## src/inc/audio_in_pkg.sv

```systemverilog
// Shared constants, register map and carrier types for the audio capture block.
package audio_in_pkg;
  // Register byte offsets on the AHB-Lite slave.
  localparam logic [7:0] OFF_FREQ = 8'h00;
  localparam logic [7:0] OFF_CLKCTL = 8'h04;
  localparam logic [7:0] OFF_FRAME = 8'h08;
  localparam logic [7:0] OFF_POS = 8'h0C;
  localparam logic [7:0] OFF_SAMPLE = 8'h10;
  localparam logic [7:0] OFF_STATUS = 8'h14;
  // Clock control register fields.
  localparam int CLK_MASTER_BIT = 0;
  localparam int CLK_EDGE_BIT = 1;
  localparam int CLK_BITCLK_DIVIDE_LSB = 8;
  localparam int CLK_FRAME_LEN_DIVIDE_LSB = 16;
  // Frame control register fields.
  localparam int FRM_POL_BIT = 0;
  localparam int FRM_ORDER_BIT = 1;
  localparam int FRM_MONO_BIT = 2;
  localparam int FRM_MODE_LSB = 4;
  localparam int FRM_START_STOP_INDEX_LSB = 8;
  localparam int FRM_VALID_LSB = 16;
  // Position register fields.
  localparam int POS_LEFT_LSB = 0;
  localparam int POS_RIGHT_LSB = 16;
  // Reset values.
  localparam logic [31:0] FREQ_RST = 32'h0000_0000;
  localparam logic [31:0] CLKCTL_RST = 32'h0000_0000;
  localparam logic [31:0] FRAME_RST = 32'h0000_0000;
  localparam logic [31:0] POS_RST = 32'h0000_0000;
  // Synthesizer multipliers and accept modes.
  localparam logic [3:0] MUL_IMPROVED = 4'h9;
  localparam logic [3:0] MUL_LEGACY = 4'h3;
  localparam logic [1:0] MODE_EVERY = 2'h0;
  localparam logic [1:0] MODE_VALID0 = 2'h2;
  localparam logic [1:0] MODE_VALID1 = 2'h3;
  localparam logic [15:0] WORD_ZERO = 16'h0000;
  localparam logic [3:0] MSB_IDX = 4'hF;
  // Receiver configuration carried as one bundle.
  typedef struct packed {
    logic master;
    logic edge_sel;
    logic polarity;
    logic bit_order;
    logic mono;
    logic [1:0] sample_accept_mode;
    logic [3:0] start_stop_index;
    logic [8:0] valid_bit_pos;
    logic [8:0] left_first_pos;
    logic [8:0] right_first_pos;
    logic [8:0] frame_len_divide;
  } rx_cfg_t;
  // Completed sample handed downstream.
  typedef struct packed {
    logic [15:0] left;
    logic [15:0] right;
  } sample_t;
endpackage

```

## src/hdl/audio_in_capture.sv

```systemverilog
// Audio input capture: register slave, clock generation and serial receiver.
`timescale 1ns/1ps
`default_nettype none
module audio_in_capture
  import audio_in_pkg::*;
(
  input wire logic hclk,
  input wire logic hresetn,
  input wire logic hsel,
  input wire logic [31:0] haddr,
  input wire logic [1:0] htrans,
  input wire logic hwrite,
  input wire logic [2:0] hsize,
  input wire logic [31:0] hwdata,
  input wire logic hready,
  output logic [31:0] hrdata,
  output logic hreadyout,
  output logic hresp,
  output logic oversample_clk_out,
  input wire logic serial_bit_clk_in,
  output logic serial_bit_clk_out,
  output logic serial_bit_clk_oe,
  input wire logic word_select_in,
  output logic word_select_out,
  output logic word_select_oe,
  input wire logic serial_data_in,
  output logic sample_valid,
  output var sample_t sample_out
);
  ////////////////////////////////////////////////////////////////////////////
  logic [31:0] freq_q;
  logic [31:0] clkctl_q;
  logic [31:0] frame_q;
  logic [31:0] pos_q;
  logic wr_pend_q;
  logic [7:0] wr_addr_q;
  logic [31:0] rdata_q;
  logic [31:0] rd_mux;
  logic addr_ok;
  logic osc;
  logic gen_sck;
  logic gen_ws;
  rx_cfg_t cfg;
  logic overrun_q;

  assign addr_ok = hsel & hready & htrans[1];
  assign hreadyout = 1'b1;
  assign hresp = 1'b0;
  assign hrdata = rdata_q;

  // Configuration fields picked out of the software registers.
  always_comb begin
    cfg.master = clkctl_q[CLK_MASTER_BIT];
    cfg.edge_sel = clkctl_q[CLK_EDGE_BIT];
    cfg.frame_len_divide = clkctl_q[CLK_FRAME_LEN_DIVIDE_LSB +: 9];
    cfg.polarity = frame_q[FRM_POL_BIT];
    cfg.bit_order = frame_q[FRM_ORDER_BIT];
    cfg.mono = frame_q[FRM_MONO_BIT];
    cfg.sample_accept_mode = frame_q[FRM_MODE_LSB +: 2];
    cfg.start_stop_index = frame_q[FRM_START_STOP_INDEX_LSB +: 4];
    cfg.valid_bit_pos = frame_q[FRM_VALID_LSB +: 9];
    cfg.left_first_pos = pos_q[POS_LEFT_LSB +: 9];
    cfg.right_first_pos = pos_q[POS_RIGHT_LSB +: 9];
  end

  // Write address is latched in the address phase, data lands next cycle.
  always_ff @(posedge hclk or negedge hresetn) begin
    if (!hresetn) begin
      wr_pend_q <= 1'b0;
      wr_addr_q <= 8'h00;
    end else begin
      wr_pend_q <= addr_ok & hwrite;
      wr_addr_q <= haddr[7:0];
    end
  end

  // Register storage; all fields come up as the reset defaults.
  always_ff @(posedge hclk or negedge hresetn) begin
    if (!hresetn) begin
      freq_q <= FREQ_RST;
      clkctl_q <= CLKCTL_RST;
      frame_q <= FRAME_RST;
      pos_q <= POS_RST;
    end else if (wr_pend_q) begin
      case (wr_addr_q)
        OFF_FREQ: freq_q <= hwdata;
        OFF_CLKCTL: clkctl_q <= hwdata & 32'h01FF_FF03;
        OFF_FRAME: frame_q <= hwdata & 32'h01FF_0F37;
        OFF_POS: pos_q <= hwdata & 32'h01FF_01FF;
        default: freq_q <= freq_q;
      endcase
    end
  end

  // Read mux; unmapped offsets read zero with an OKAY answer.
  always_comb begin
    case (haddr[7:0])
      OFF_FREQ: rd_mux = freq_q;
      OFF_CLKCTL: rd_mux = clkctl_q;
      OFF_FRAME: rd_mux = frame_q;
      OFF_POS: rd_mux = pos_q;
      OFF_SAMPLE: rd_mux = sample_out;
      OFF_STATUS: rd_mux = {30'h0, overrun_q, sample_valid};
      default: rd_mux = 32'h0000_0000;
    endcase
  end

  // Read data is registered so it stands through the data phase.
  always_ff @(posedge hclk or negedge hresetn) begin
    if (!hresetn) begin
      rdata_q <= 32'h0000_0000;
    end else if (addr_ok & ~hwrite) begin
      rdata_q <= rd_mux;
    end
  end

  ////////////////////////////////////////////////////////////////////////////
  osclk_synth u_synth (
    .hclk(hclk),
    .hresetn(hresetn),
    .freq_word(freq_q),
    .osc_q(osc)
  );
  assign oversample_clk_out = osc;

  serial_master_gen u_gen (
    .hclk(hclk),
    .hresetn(hresetn),
    .osc(osc),
    .bitclk_divide(clkctl_q[CLK_BITCLK_DIVIDE_LSB +: 8]),
    .frame_len_divide(cfg.frame_len_divide),
    .polarity(cfg.polarity),
    .edge_sel(cfg.edge_sel),
    .sck_q(gen_sck),
    .ws_q(gen_ws)
  );

  // Pin direction follows the master select.
  assign serial_bit_clk_oe = cfg.master;
  assign word_select_oe = cfg.master;
  assign serial_bit_clk_out = gen_sck;
  assign word_select_out = gen_ws;

  ////////////////////////////////////////////////////////////////////////////
  // The pin level is used even as master, so both modes see one path.
  logic sck_s1_q, sck_s2_q, sck_s3_q;
  logic ws_s1_q, ws_s2_q, ws_s3_q;
  logic sd_s1_q, sd_s2_q, sd_s3_q;
  logic samp_edge;
  logic ws_prev_q;
  logic frame_start;
  logic [8:0] pos_cnt_q;
  logic in_frame_q;
  logic [4:0] lcnt_q, rcnt_q;
  logic [15:0] lsh_q, rsh_q;
  logic valid_ok_q, valid_seen_q;
  logic [4:0] nbits;
  logic frame_done_q;

  // Two-stage synchroniser, third stage for edge finding.
  always_ff @(posedge hclk or negedge hresetn) begin
    if (!hresetn) begin
      {sck_s1_q, sck_s2_q, sck_s3_q} <= 3'h0;
      // Word select idles high, so resetting to that level avoids a false start edge.
      {ws_s1_q, ws_s2_q, ws_s3_q} <= 3'h7;
      {sd_s1_q, sd_s2_q, sd_s3_q} <= 3'h0;
    end else begin
      sck_s1_q <= serial_bit_clk_in;
      sck_s2_q <= sck_s1_q;
      sck_s3_q <= sck_s2_q;
      ws_s1_q <= word_select_in;
      ws_s2_q <= ws_s1_q;
      ws_s3_q <= ws_s2_q;
      sd_s1_q <= serial_data_in;
      sd_s2_q <= sd_s1_q;
      sd_s3_q <= sd_s2_q;
    end
  end

  // Sampling edge: rising when edge select is 0, falling when 1.
  assign samp_edge = cfg.edge_sel ? (sck_s3_q & ~sck_s2_q) : (~sck_s3_q & sck_s2_q);
  assign frame_start = (ws_s3_q != ws_prev_q) && (ws_s3_q == cfg.polarity);
  assign nbits = 5'h10 - {1'b0, cfg.start_stop_index};

  // Frame position counter; the edge after the start edge is position 0.
  always_ff @(posedge hclk or negedge hresetn) begin
    if (!hresetn) begin
      ws_prev_q <= 1'b1;
      pos_cnt_q <= 9'h000;
      in_frame_q <= 1'b0;
    end else if (samp_edge) begin
      ws_prev_q <= ws_s3_q;
      if (frame_start) begin
        pos_cnt_q <= 9'h1FF;
        in_frame_q <= 1'b1;
      end else if (pos_cnt_q != 9'h1FE) begin
        pos_cnt_q <= pos_cnt_q + 9'h001;
      end
    end
  end

  // Channel shift registers: capture nbits starting at each first position.
  always_ff @(posedge hclk or negedge hresetn) begin
    if (!hresetn) begin
      lcnt_q <= 5'h00;
      rcnt_q <= 5'h00;
      lsh_q <= WORD_ZERO;
      rsh_q <= WORD_ZERO;
      valid_ok_q <= 1'b0;
      valid_seen_q <= 1'b0;
    end else if (samp_edge & frame_start) begin
      lcnt_q <= 5'h00;
      rcnt_q <= 5'h00;
      lsh_q <= WORD_ZERO;
      rsh_q <= WORD_ZERO;
      valid_seen_q <= 1'b0;
    end else if (samp_edge & in_frame_q) begin
      if ((pos_cnt_q + 9'h001 == cfg.left_first_pos && lcnt_q == 5'h00) ||
          (lcnt_q != 5'h00 && lcnt_q < nbits)) begin
        lcnt_q <= lcnt_q + 5'h01;
        lsh_q <= cfg.bit_order ? {sd_s3_q, lsh_q[15:1]} : {lsh_q[14:0], sd_s3_q};
      end
      if ((pos_cnt_q + 9'h001 == cfg.right_first_pos && rcnt_q == 5'h00) ||
          (rcnt_q != 5'h00 && rcnt_q < nbits)) begin
        rcnt_q <= rcnt_q + 5'h01;
        rsh_q <= cfg.bit_order ? {sd_s3_q, rsh_q[15:1]} : {rsh_q[14:0], sd_s3_q};
      end
      if (pos_cnt_q + 9'h001 == cfg.valid_bit_pos) begin
        valid_seen_q <= 1'b1;
        valid_ok_q <= (sd_s3_q == cfg.sample_accept_mode[0]);
      end
    end
  end

  // Align to the parallel word: MSB-first shifts up, LSB-first is placed.
  function automatic logic [15:0] align(input logic [15:0] sh, input logic ord,
                                        input logic [3:0] ss);
    logic [15:0] r;
    r = WORD_ZERO;
    if (ord) begin
      r = sh;
    end else begin
      r = sh << ss;
    end
    return r;
  endfunction

  logic done_now;
  logic accept;
  assign done_now = in_frame_q && (lcnt_q == nbits) &&
                    (cfg.mono || rcnt_q == nbits) && !frame_done_q &&
                    (cfg.sample_accept_mode == MODE_EVERY || valid_seen_q);
  assign accept = (cfg.sample_accept_mode == MODE_EVERY) ||
                  ((cfg.sample_accept_mode == MODE_VALID0 ||
                    cfg.sample_accept_mode == MODE_VALID1) && valid_ok_q);

  // Hand over once per accepted frame when all channel bits are in.
  always_ff @(posedge hclk or negedge hresetn) begin
    if (!hresetn) begin
      frame_done_q <= 1'b0;
      sample_valid <= 1'b0;
      sample_out <= '0;
      overrun_q <= 1'b0;
    end else begin
      sample_valid <= 1'b0;
      if (samp_edge & frame_start) begin
        frame_done_q <= 1'b0;
      end else if (done_now) begin
        frame_done_q <= 1'b1;
        if (accept) begin
          sample_valid <= 1'b1;
          sample_out.left <= align(lsh_q, cfg.bit_order, cfg.start_stop_index);
          sample_out.right <= cfg.mono ? WORD_ZERO :
                              align(rsh_q, cfg.bit_order, cfg.start_stop_index);
          overrun_q <= overrun_q | sample_valid;
        end
      end
    end
  end

  ////////////////////////////////////////////////////////////////////////////
  reset_slave_a: assert property (@(posedge hclk) $rose(hresetn) |->
    !serial_bit_clk_oe && !word_select_oe) else $error("not slave after reset");
  pin_dir_a: assert property (@(posedge hclk) disable iff (!hresetn)
    serial_bit_clk_oe == clkctl_q[CLK_MASTER_BIT]) else $error("pin direction wrong");
  osc_pin_a: assert property (@(posedge hclk) disable iff (!hresetn)
    oversample_clk_out == osc) else $error("osc pin not driven");
  sample_pulse_a: assert property (@(posedge hclk) disable iff (!hresetn)
    sample_valid |=> !sample_valid) else $error("sample pulse too long");
  low_clear_a: assert property (@(posedge hclk) disable iff (!hresetn)
    sample_valid && !frame_q[FRM_ORDER_BIT] |->
    ((sample_out.left & ((16'h0001 << cfg.start_stop_index) - 16'h0001)) == WORD_ZERO))
    else $error("low bits not cleared");
  reject_a: assert property (@(posedge hclk) disable iff (!hresetn)
    done_now && cfg.sample_accept_mode[1] && !valid_ok_q |=> !sample_valid)
    else $error("invalid sample accepted");
  start_pos_a: assert property (@(posedge hclk) disable iff (!hresetn)
    samp_edge && frame_start |=> pos_cnt_q == 9'h1FF) else $error("frame start pos");
  legacy_a: assert property (@(posedge hclk) disable iff (!hresetn)
    !freq_q[31] |-> u_synth.mul == MUL_LEGACY) else $error("legacy mode not used");
endmodule
`default_nettype wire

```

## src/hdl/osclk_synth.sv

```systemverilog
// Square-wave phase accumulator synthesizer for the oversampling clock.
`timescale 1ns/1ps
`default_nettype none
module osclk_synth
  import audio_in_pkg::*;
(
  input wire logic hclk,
  input wire logic hresetn,
  input wire logic [31:0] freq_word,
  output logic osc_q
);
  logic [35:0] acc_q;
  logic [35:0] step;
  logic [3:0] mul;

  // Bit 31 picks improved mode, otherwise legacy; the step scales by 9 or 3.
  always_comb begin
    mul = freq_word[31] ? MUL_IMPROVED : MUL_LEGACY;
    step = {4'h0, 1'b0, freq_word[30:0]} * {32'h0000_0000, mul};
  end

  // Accumulator MSB of the 32-bit phase is the output; the multiple wraps.
  always_ff @(posedge hclk or negedge hresetn) begin
    if (!hresetn) begin
      acc_q <= 36'h0_0000_0000;
      osc_q <= 1'b0;
    end else begin
      acc_q <= {4'h0, acc_q[31:0] + step[31:0]};
      osc_q <= acc_q[31];
    end
  end
endmodule
`default_nettype wire

```

## src/hdl/serial_master_gen.sv

```systemverilog
// Bit clock and word select generator used when this end is timing master.
`timescale 1ns/1ps
`default_nettype none
module serial_master_gen
  import audio_in_pkg::*;
(
  input wire logic hclk,
  input wire logic hresetn,
  input wire logic osc,
  input wire logic [7:0] bitclk_divide,
  input wire logic [8:0] frame_len_divide,
  input wire logic polarity,
  input wire logic edge_sel,
  output logic sck_q,
  output logic ws_q
);
  logic osc_d1_q;
  logic [8:0] half_q;
  logic [8:0] bit_q;
  logic sck_prev_q;
  logic osc_rise;
  logic [8:0] period;
  logic drive_edge;

  assign osc_rise = osc & ~osc_d1_q;
  assign period = {1'b0, bitclk_divide} + 9'h001;
  // Word select changes on the edge opposite to sampling.
  assign drive_edge = edge_sel ? (sck_q & ~sck_prev_q) : (~sck_q & sck_prev_q);

  // Count oversampling edges; toggle phase split so period is divide+1.
  always_ff @(posedge hclk or negedge hresetn) begin
    if (!hresetn) begin
      osc_d1_q <= 1'b0;
      half_q <= 9'h000;
      sck_q <= 1'b0;
      sck_prev_q <= 1'b0;
    end else begin
      osc_d1_q <= osc;
      sck_prev_q <= sck_q;
      // A divide field of zero means divide by one, so the clock follows the oscillator.
      if (bitclk_divide == 8'h00) begin
        sck_q <= osc;
      end else if (osc_rise) begin
        if (half_q >= period - 9'h001) begin
          half_q <= 9'h000;
          sck_q <= 1'b1;
        end else begin
          half_q <= half_q + 9'h001;
          if (half_q + 9'h001 >= {1'b0, period[8:1]}) begin
            sck_q <= 1'b0;
          end
        end
      end
    end
  end

  // Frame of divide+1 bits; the start transition begins each frame.
  always_ff @(posedge hclk or negedge hresetn) begin
    if (!hresetn) begin
      bit_q <= 9'h000;
      ws_q <= 1'b1;
    end else if (drive_edge) begin
      if (bit_q >= frame_len_divide) begin
        bit_q <= 9'h000;
        ws_q <= polarity;
      end else begin
        bit_q <= bit_q + 9'h001;
        ws_q <= (bit_q == 9'h000) ? ~polarity : ws_q;
      end
    end
  end
endmodule
`default_nettype wire

```

## config.mk

```make
export PLATFORM = sky130hd
export DESIGN_NAME = audio_in_capture
export DESIGN_NICKNAME = d
export VERILOG_FILES = /design/src/inc/audio_in_pkg.sv /design/src/hdl/audio_in_capture.sv /design/src/hdl/osclk_synth.sv /design/src/hdl/serial_master_gen.sv
export SDC_FILE = /design/constraint.sdc
export NUM_CORES = 1
export LEC_CHECK = 0
export ABC_AREA = 1
export BUFFER_PORTS_ARGS = -buffer_cell sky130_fd_sc_hd__buf_2
export CAP_MARGIN = 20
export CORE_UTILIZATION = 45
export CTS_CLUSTER_SIZE = 30
export DETAILED_ROUTE_END_ITERATION = 8
export SLEW_MARGIN = 20
export SYNTH_ARGS = -nofsm -noshare
export SYNTH_HDL_FRONTEND = slang
export SYNTH_SLANG_ARGS = --single-unit
```

## constraint.sdc

```tcl
create_clock -name hclk -period 4.5 [get_ports hclk]
set_clock_uncertainty 0.05 [all_clocks]
set_input_delay 0.225 -clock hclk [delete_from_list [all_inputs] [get_ports hclk]]
set_output_delay 0.225 -clock hclk [all_outputs]
set_load 0.005 [all_outputs]
```

==> results.json, run 1 <==
{
  "gr-total-overflow": 0,
  "start_kind": "flop",
  "synth-edff-count": 0,
  "fin_cells": 3144,
  "cts_tree": "built",
  "ff_latch_area_um2": 7060,
  "die_x_um": 205,
  "cap_viol_max_count": 0,
  "path_buf_inv": 2,
  "io_pins": 149,
  "h-tree-depth": 2,
  "cts-resized-gates": 0,
  "clkTransAtPathRegs_ns": 0.06,
  "synth_top_family_by_area": "simple AND/OR/NAND/NOR gates",
  "grt_max_degree": 113,
  "synth_top_flop_cell": "dfrtp_1",
  "nNetsFinal": 2812,
  "cp.arrival_ns": 4.49,
  "cp_max_fo": 17,
  "fp-row-count": 73,
  "die_h_um": 205,
  "synth_simple_gate_area_share_pct": 22.4,
  "start_util_pct": 46.1,
  "drt-pass1-iter-count": 5,
  "synthAdderAreaFrac_pct": 11.9,
  "async_flop_share_pct": 100,
  "final_max_slew_viol_count": 0,
  "cellLeakagePower_nw": 11.5,
  "drtIter0Drc": 1288,
  "cpLargestDelayFamily": "adder cells",
  "ys_seq_area_share_pct": 38.2,
  "clk_path_buf_depth": 3,
  "crit_slowest_cell": "dfrtp_1",
  "crit_top_cell": "nand2_1",
  "maxSlewHeadroom_pct": 29.4,
  "peakVddDrop_uv": 263,
  "antenna_left": 0,
  "synth-warning-count": 0,
  "synth_compound_area_share_pct": 14.6,
  "cp-end-kind": "flop",
  "drive_gt1_share_pct": 8.98,
  "yosysUniqueCellTypes": 56,
  "ys_ff_latch": 282,
  "cts_buffers": 35,
  "hp-class": "input port to flop",
  "crit_type": "flop to flop",
  "setup_viol_count_final": 0,
  "fmax_mhz": 244,
  "nFillCells": 3886,
  "layout.cells.most_common": "nand2_1",
  "dpl.cell_count": 3047,
  "clock_sinks": 282,
  "dieArea_um2": 41900,
  "max_stage_delay_ns": 0.62,
  "antenna_found_initial": 1,
  "rsz0062_at_grt": "false",
  "grt_pass1_vias": 16500,
  "timing.hold.ws_ns": 0.0484,
  "synth_xor_area_share_pct": 2.80,
  "post-dp-hpwl_mm": 44.8,
  "cts-root-buf": "clkbuf_16",
  "mappedNetlistArea_um2": 18500,
  "powerDensity_nw_per_um2": 527,
  "avgSynthCellArea_um2": 7.58,
  "multi_input_area_um2": 9710,
  "hold_viol": 0,
  "status": "completed",
  "avgRoutedWirePerCell_um": 18.6,
  "worstMarginPinSlew_ns": 1.06,
  "avgViaCountPerCell": 5.32,
  "grt_first_pass_wirelength_mm": 92.9,
  "cts_hold_buf": 34,
  "post-route-period-util_pct": 91.2,
  "muxShareOfSynthArea_pct": 0.163,
  "area_delta_synth_final_pct": 14.1,
  "wirelength_mm": 58.6,
  "via_count": 16700,
  "finalCriticalPeriod_ns": 4.10,
  "fin_util_pct": 52.6,
  "core_um2": 40100,
  "setup_tns_ns": 0,
  "cp_cell_sequence": "nor2_1, ha_1, fa_1, inv_1, fa_1, inv_1, ha_1, a21oi_1, a21boi_0, o21ai_0, nand2_1, nand2_1, nand3b_1, nand2_1, nand2_1, nand2_1",
  "gr-usage-all-layers_pct": 28.9,
  "port-buffer-count": 118,
  "gp_congestion": 0.952,
  "synthCells": 2437,
  "final_cell_mix": "nand2_1 (649), inv_1 (371), o21ai_0 (282)",
  "clock_latency_ns": 0.56,
  "drc": 0,
  "cp.required_ns": 4.89,
  "cts_setup_buffers": 0
}
==> final timing paths <==
| check | from | end | slack (ns) | cells past startpoint |
|---|---|---|---|---|
| min in group asynchronous | hresetn | u_synth.acc_q[0]$_DFF_PN0_ | 0.36 | 2 |
| max reg2reg | freq_q[31]$_DFFE_PN0P_ | u_synth.acc_q[28]$_DFF_PN0_ | 0.40 | 16 |
| max | freq_q[31]$_DFFE_PN0P_ | u_synth.acc_q[28]$_DFF_PN0_ | 0.40 | 16 |
| min | hwdata[19] | clkctl_q[19]$_DFFE_PN0P_ | 0.05 | 3 |
| min reg2reg | sd_s1_q$_DFF_PN0_ | sd_s2_q$_DFF_PN0_ | 0.30 | 0 |
| max in group asynchronous | hresetn | frame_q[17]$_DFFE_PN0P_ | 2.83 | 3 |
==> flip-flops by register name (all words and copies together), names as in the netlist, 5 cells and up <==
signal         count
rsh_q             16
u_synth.acc_q     32
clkctl_q          19
frame_q           18
u_gen.bit_q        9
rcnt_q             5
sample_out        32
wr_addr_q          8
lcnt_q             5
u_gen.half_q       9
hrdata            32
pos_q             18
lsh_q             16
freq_q            32
pos_cnt_q          9
==> cells by family after synthesis <==
kind of cell	count (synthesis)
XOR/XNOR	59
multiplexers	3
flip-flops	282
AO/OA/AOI/OAI	486
other	2
AND/OR/NAND/NOR	1005
buffers and inverters	458
adder cells (fa/ha/maj)	142
==> metrics by stage <==
stage	worst slack [ns]	area (um^2)	total power, mW
after floorplan	0.640	18600	6.99
after global placement	0.439	19600	8.25
after detailed placement	0.398	19600	8.31
after CTS	0.393	21100	11.2
after global routing	0.146	21100	12.1
final	0.398	21100	11.1
==> where the power goes <==
part / internal, mW / switching, mW / total (mW)
clock network: 1.62 / 1.18 / 2.80
registers: 2.94 / 0.316 / 3.26
logic: 1.80 / 3.26 / 5.06
==> final cells by class <==
cell class / instances / area share [%]
timing repair buffer: 176 / 5.38
sequential: 282 / 33.5
tap: 525 / 3.12
clock inverter: 14 / 0.659
multi-input combinational: 1721 / 46.0
inverter: 377 / 6.71
antenna: 1 / 0.0119
clock buffer: 48 / 4.58
==> synth_stat cells (all sizes together) (6+ instances only) <==
cell type | count | area [um^2]
clkbuf | 49 | 184
xor2 | 41 | 359
nand4 | 17 | 106
o22ai | 36 | 225
a211oi | 11 | 82.6
o211ai | 6 | 45.0
xnor2 | 18 | 158
ha | 85 | 1060
buf | 32 | 209
nand3 | 129 | 646
inv | 374 | 1400
nand2 | 668 | 2550
o221ai | 6 | 52.6
o21bai | 8 | 71.3
dfrtp | 277 | 6930
o21ai | 285 | 1430
a21oi | 84 | 420
nor3 | 21 | 121
a31oi | 10 | 62.6
a22oi | 8 | 60.1
or2 | 6 | 37.5
nor2 | 146 | 561
fa | 57 | 1140
a21boi | 7 | 52.6
==> worst min-delay path, cell delays in order <==
cell	delay [ns]
buf_2	0.12
inv_1	0.11
o21ai_0	0.17
==> metal layers <==
metal	track usage, %	routed length, um	up-vias
li1	-	-	8122
met1	38.6	26300	8009
met2	47.1	27200	471
met3	3.60	2770	113
met4	12.2	2390	0
met5	0	0	-
(Power assumes the default switching activity.)
==> run 2, diff against run 1 <==
- GPL_TIMING_DRIVEN: default -> 0
==> run 2 against run 1 <==
Effect of this change: flip-flop and latch count stayed put; via count rose by 3.2%; clock-buffer cell count up 1; power rose by 5.3%; combinational power grew 5.1%; sequential share of layout area is 0.68 points lower; sequential power about the same; global-route usage up 3.1 points; first-iteration DRC count fell by 0.70%; critical path depth shrank 1; final area up 2.0%.
==> results.json, run 2 (synthesized netlist as in run 1, its figures left out) <==
{
  "status": "completed",
  "hold_viol": 0,
  "nFillCells": 3926,
  "powerDensity_nw_per_um2": 544,
  "maxSlewHeadroom_pct": 37.7,
  "antenna_left": 0,
  "multi_input_area_um2": 9700,
  "clk_path_buf_depth": 3,
  "clkTransAtPathRegs_ns": 0.06,
  "clock_sinks": 282,
  "rsz0062_at_grt": "false",
  "dieArea_um2": 41900,
  "cp-end-kind": "flop",
  "drc": 0,
  "grt_first_pass_wirelength_mm": 100,
  "cp_max_fo": 10,
  "setup_tns_ns": 0,
  "grt_max_degree": 92,
  "max_stage_delay_ns": 0.52,
  "post-route-period-util_pct": 94.4,
  "port-buffer-count": 118,
  "hp-class": "input port to flop",
  "drt-pass1-iter-count": 5,
  "layout.cells.most_common": "nand2_1",
  "worstMarginPinSlew_ns": 0.931,
  "final_cell_mix": "nand2_1 (652), inv_1 (371), o21ai_0 (280)",
  "antenna_found_initial": 1,
  "fmax_mhz": 235,
  "crit_top_cell": "inv_1",
  "avgRoutedWirePerCell_um": 20.5,
  "peakVddDrop_uv": 328,
  "cp.required_ns": 4.87,
  "grt_pass1_vias": 17100,
  "h-tree-depth": 2,
  "cts_tree": "built",
  "dpl.cell_count": 3108,
  "gr-total-overflow": 0,
  "ff_latch_area_um2": 7060,
  "cts_setup_buffers": 0,
  "setup_viol_count_final": 0,
  "gr-usage-all-layers_pct": 32.0,
  "cts_buffers": 35,
  "fin_cells": 3198,
  "avgViaCountPerCell": 5.40,
  "io_pins": 149,
  "cts-root-buf": "clkbuf_16",
  "num_antenna_cells": 0,
  "post-dp-hpwl_mm": 51.8,
  "clock_latency_ns": 0.56,
  "crit_type": "flop to flop",
  "cp_cell_sequence": "clkbuf_1, o21ai_0, fa_1, inv_1, fa_1, inv_1, ha_1, nand2_1, inv_1, nand2_1, nor3_1, nand4_1, nand3_1, a21oi_1, xor2_1",
  "via_count": 17300,
  "final_max_slew_viol_count": 0,
  "area_delta_synth_final_pct": 16.4,
  "finalCriticalPeriod_ns": 4.25,
  "die_x_um": 205,
  "cp.arrival_ns": 4.62,
  "nNetsFinal": 2869,
  "gp_congestion": 0.963,
  "die_h_um": 205,
  "cap_viol_max_count": 0,
  "start_util_pct": 46.1,
  "core_um2": 40100,
  "drtIter0Drc": 1279,
  "crit_slowest_cell": "dfrtp_1",
  "cellLeakagePower_nw": 11.7,
  "wirelength_mm": 65.5,
  "drive_gt1_share_pct": 9.09,
  "fp-row-count": 73,
  "start_kind": "flop",
  "fin_util_pct": 53.7
}
-- run 2: cell types whose count changed in the layout (fill, tap and decap cells not counted), moves of 4 or more --
cell / before / now
buf_1: 0 / 5
buf_6: 0 / 6
buf_2: 117 / 132
buf_16: 0 / 4
buf_4: 23 / 7
clkbuf_1: 9 / 51
clkbuf_8: 4 / 8
clkinv_2: 6 / 2
bufinv_16: 2 / 6
-- run 2: worst paths after layout --
kind / cells after the start / from / slack [ns] / endpoint
hold reg to reg: 0 / sd_s2_q$_DFF_PN0_ / 0.30 / sd_s3_q$_DFF_PN0_
setup reg to reg: 15 / freq_q[31]$_DFFE_PN0P_ / 0.25 / u_synth.acc_q[24]$_DFF_PN0_
hold / removal: 3 / hwdata[17] / 0.03 / frame_q[17]$_DFFE_PN0P_
setup / recovery: 15 / freq_q[31]$_DFFE_PN0P_ / 0.25 / u_synth.acc_q[24]$_DFF_PN0_
min in group asynchronous: 2 / hresetn / 0.06 / u_synth.acc_q[11]$_DFF_PN0_
max in group asynchronous: 5 / hresetn / 2.93 / ws_s3_q$_DFF_PN1_
-- run 2: metal layers --
metal / track usage (%) / wire length, um / vias to the layer above
li1: - / - / 8242
met1: 40.0 / 27300 / 8267
met2: 53.3 / 31100 / 579
met3: 4.77 / 3440 / 164
met4: 16.8 / 3720 / 2
met5: 0 / 13 / -
-- run 2: report_power, final --
group	internal, mW	total [mW]	leakage, nW	switching (mW)
combinational	1.88	5.32	7.79	3.44
clock	1.97	3.16	0.611	1.19
sequential	2.94	3.23	3.32	0.292
-- run 2: area by class of cell --
| type | count | area share [%] |
|---|---|---|
| Multi-Input combinational cell | 1721 | 45.1 |
| Timing Repair Buffer | 153 | 4.75 |
| Clock buffer | 49 | 4.89 |
| Inverter | 377 | 6.59 |
| Clock inverter | 11 | 0.989 |
| Buffer | 80 | 1.81 |
| Tap cell | 525 | 3.05 |
| Sequential cell | 282 | 32.8 |
-- run 2: stage by stage --
step	setup slack, ns	total power [mW]	cell area, um^2	hold slack (ns)
5_1_grt	0.0568	12.6	21500	0.0297
3_5_place_dp	-0.277	8.49	19900	0.0458
4_1_cts	0.0663	11.7	21500	0.000709
3_3_place_gp	-2.37	8.37	19800	0.281
6_report	0.250	11.7	21500	0.0264
2_1_floorplan	0.640	6.99	18600	-0.121
-- run 2: worst max-delay path, delay by kind of cell, from the launching register on --
family	cells	cell delay, ns
buffers and inverters	4	0.60
AND/OR/NAND/NOR	5	1.11
XOR/XNOR	1	0.16
flip-flops	1	0.52
adder cells (fa/ha/maj)	3	1.32
AO/OA/AOI/OAI	2	0.36
-- run 2: timing repair --
action / in CTS / in global routing
hold endpoints to repair: 155 / 0
hold buffers: 31 / 0
resized for setup: 3 / 4
endpoints found under the setup margin: 11 / 11
pin swaps: 0 / 0
==> run 3, diff against run 2 <==
- HOLD_SLACK_MARGIN: default -> 0.08
- SYNTH_HIERARCHICAL: default -> 1
==> run 3 against run 2 <==
Effect of this change: register-to-register slack lost 0.03 ns; cell count grew 11%; global-route usage shrank 0.80 points; worst hold slack gained 0.089 ns; combinational power down 3%; synthesized area up 5.9%; die area increased by 5.8%; wire length is 4.1% higher; largest power group unchanged; critical path type unchanged.
==> results.json, run 3 <==
{
  "status": "completed",
  "cts-resized-gates": 0,
  "wirelength_mm": 68.2,
  "synth-warning-count": 6,
  "cap_viol_max_count": 0,
  "synthMostInstantiatedCell": "nand2_1",
  "drtIter0Drc": 1798,
  "grt_first_pass_wirelength_mm": 104,
  "avgSynthCellArea_um2": 7.21,
  "drt-pass1-iter-count": 6,
  "crit_type": "flop to flop",
  "route.met2.wl_mm": 30.7,
  "post-route-period-util_pct": 95.1,
  "cts_tree": "built",
  "setup_viol_count_final": 0,
  "io_pins": 149,
  "synth-edff-count": 0,
  "drive_gt1_share_pct": 9.97,
  "final_cell_mix": "nand2_1 (874), inv_1 (437), dfrtp_1 (277)",
  "postLayoutSetupSlackWorst_ns": 0.223,
  "ys_seq_area_share_pct": 36.1,
  "antenna_found_initial": 3,
  "synth_xor_area_share_pct": 2.00,
  "gr-total-overflow": 0,
  "dieArea_um2": 44300,
  "cts_setup_buffers": 0,
  "layout.cells.most_common": "nand2_1",
  "rsz0062_at_grt": "false",
  "cp_max_fo": 10,
  "clock_sinks": 282,
  "h-tree-depth": 2,
  "start_kind": "flop",
  "start_util_pct": 45.5,
  "muxShareOfSynthArea_pct": 0.333,
  "reg2reg_depth": 16,
  "synth_top_family_by_area": "simple AND/OR/NAND/NOR gates",
  "core_um2": 43000,
  "area_delta_synth_final_pct": 16.7,
  "post-place-ws_ns": 0.337,
  "synth_compound_area_share_pct": 10.9,
  "gr-usage-all-layers_pct": 31.2,
  "route.met3.wl_mm": 5.08,
  "async_flop_share_pct": 100,
  "port-buffer-count": 118,
  "fmax_mhz": 234,
  "grt_max_degree": 86,
  "avgRoutedWirePerCell_um": 19.2,
  "yosysTopAreaCellShare_pct": 35.4,
  "synth_area_leaders": "dfrtp_1 (35%), nand2_1 (17%), inv_1 (8.4%)",
  "synth_top_flop_cell": "dfrtp_1",
  "clock_latency_ns": 0.57,
  "synth_top_area_cell": "dfrtp_1",
  "cts-root-buf": "clkbuf_16",
  "cellLeakagePower_nw": 12.8,
  "rrSetupSlack_ns": 0.22,
  "post-dp-hpwl_mm": 53.9,
  "final_max_slew_viol_count": 0,
  "mappedNetlistArea_um2": 19600,
  "synthCells": 2715,
  "fin_util_pct": 53.1,
  "grt_pass1_vias": 17800,
  "worstMarginPinSlew_ns": 1.12,
  "cp-end-kind": "flop",
  "ys_ff_latch": 282,
  "hp-class": "input port to async pin",
  "die_x_um": 211,
  "fp-row-count": 76,
  "maxSlewHeadroom_pct": 24.5,
  "dr.max_layer_used": "met4",
  "finalCriticalPeriod_ns": 4.28,
  "cts_buffers": 36,
  "clk_path_buf_depth": 3,
  "antenna_left": 0,
  "powerDensity_nw_per_um2": 507,
  "via_count": 18600,
  "total_power_mw": 11.6,
  "hold_viol": 0,
  "synthAdderAreaFrac_pct": 11.1,
  "drc": 0,
  "nNetsFinal": 3159,
  "synth_common_cells": "nand2_1 (874), inv_1 (437), dfrtp_1 (277), nand3_1 (180), o21ai_0 (174)",
  "synth_simple_gate_area_share_pct": 28.5,
  "avgViaCountPerCell": 5.23,
  "wl_met1_mm": 29.7,
  "gp_congestion": 0.943,
  "cp.required_ns": 4.94,
  "peakVddDrop_uv": 495,
  "clkTransAtPathRegs_ns": 0.06,
  "die_h_um": 211,
  "yosysUniqueCellTypes": 62,
  "cp.arrival_ns": 4.72
}
[run 3: changes by cell type after synthesis, sizes merged, moves of 7 or more]
cell    delta
a211oi     -8
a21boi     -7
a21oi     +18
clkbuf     +8
inv       +74
nand2    +229
nand3     +61
nor2      +19
o211ai     +7
o21ai     -73
o22ai     -21
xor2      -10
[run 3: metrics by stage]
step	cells	TNS (ns)	hold slack (ns)	cell area [um^2]
after floorplan	2738	0	-0.121	19600
after global placement	3441	-653.02	0.282	21000
after detailed placement	3444	0	0.129	21100
after CTS	3553	0	0.110	22800
after global routing	3553	0	0.138	22800
final	3554	0	0.115	22800
[run 3: per-layer routing]
| metal | vias to the layer above | global-route usage (%) |
|---|---|---|
| met5 | - | 0 |
| met4 | 0 | 12.8 |
| met3 | 138 | 5.60 |
| met2 | 711 | 49.4 |
| met1 | 8801 | 42.2 |
| li1 | 8952 | - |
[run 3: final cells by class]
class	instances	area, um^2
tap	585	732
fill	4316	20200
timing repair buffer	166	1130
inverter	451	1690
sequential	282	7060
buffer	88	447
antenna	1	2.50
clock inverter	15	290
multi-input combinational	1917	10400
clock buffer	49	1010
[run 3: path summary, 6_finish.rpt]
check | to | startpoint
max in group asynchronous | freq_q[25]$_DFFE_PN0P_ | hresetn
worst max-delay path | sample_out[12]$_DFFE_PN0P_ | frame_q[10]$_DFFE_PN0P_
min in group hclk | freq_q[8]$_DFFE_PN0P_ | hwdata[8]
worst min register to register | sd_s3_q$_DFF_PN0_ | sd_s2_q$_DFF_PN0_
worst max register to register | sample_out[12]$_DFFE_PN0P_ | frame_q[10]$_DFFE_PN0P_
worst min-delay path | sck_s1_q$_DFF_PN0_ | hresetn
[run 3: cell families after synthesis]
| group | Yosys count |
|---|---|
| compound gates | 385 |
| xor+xnor | 43 |
| fa+ha+maj | 140 |
| buf+inv | 539 |
| flops | 282 |
| mux | 6 |
| other cells | 4 |
| simple gates | 1316 |
[run 3: where the power goes]
group / leakage, nW / switching, mW / internal [mW]
combinational: 8.91 / 3.40 / 1.75
clock: 0.625 / 1.21 / 2.04
sequential: 3.30 / 0.286 / 2.90
[run 3: critical path, stage by stage, from the launching register on]
cell and delay [ns]:
dfrtp_1 0.31, clkbuf_1 0.35, inv_1 0.22, nand2_1 0.26, clkinv_1 0.42, nand3_1 0.23
nand2_1 0.14, ha_1 0.30, nand2_1 0.08, nor2_1 0.12, nand3_1 0.09, nor2_1 0.14
inv_1 0.08, nor4_1 0.83, buf_2 0.36, nand2_1 0.15, nand2_1 0.08
[run 3: timing repair]
item                                    in CTS  in global routing
endpoints found under the setup margin       0                  0
hold buffers                                45                  0
endpoints found under the hold margin      287                  0
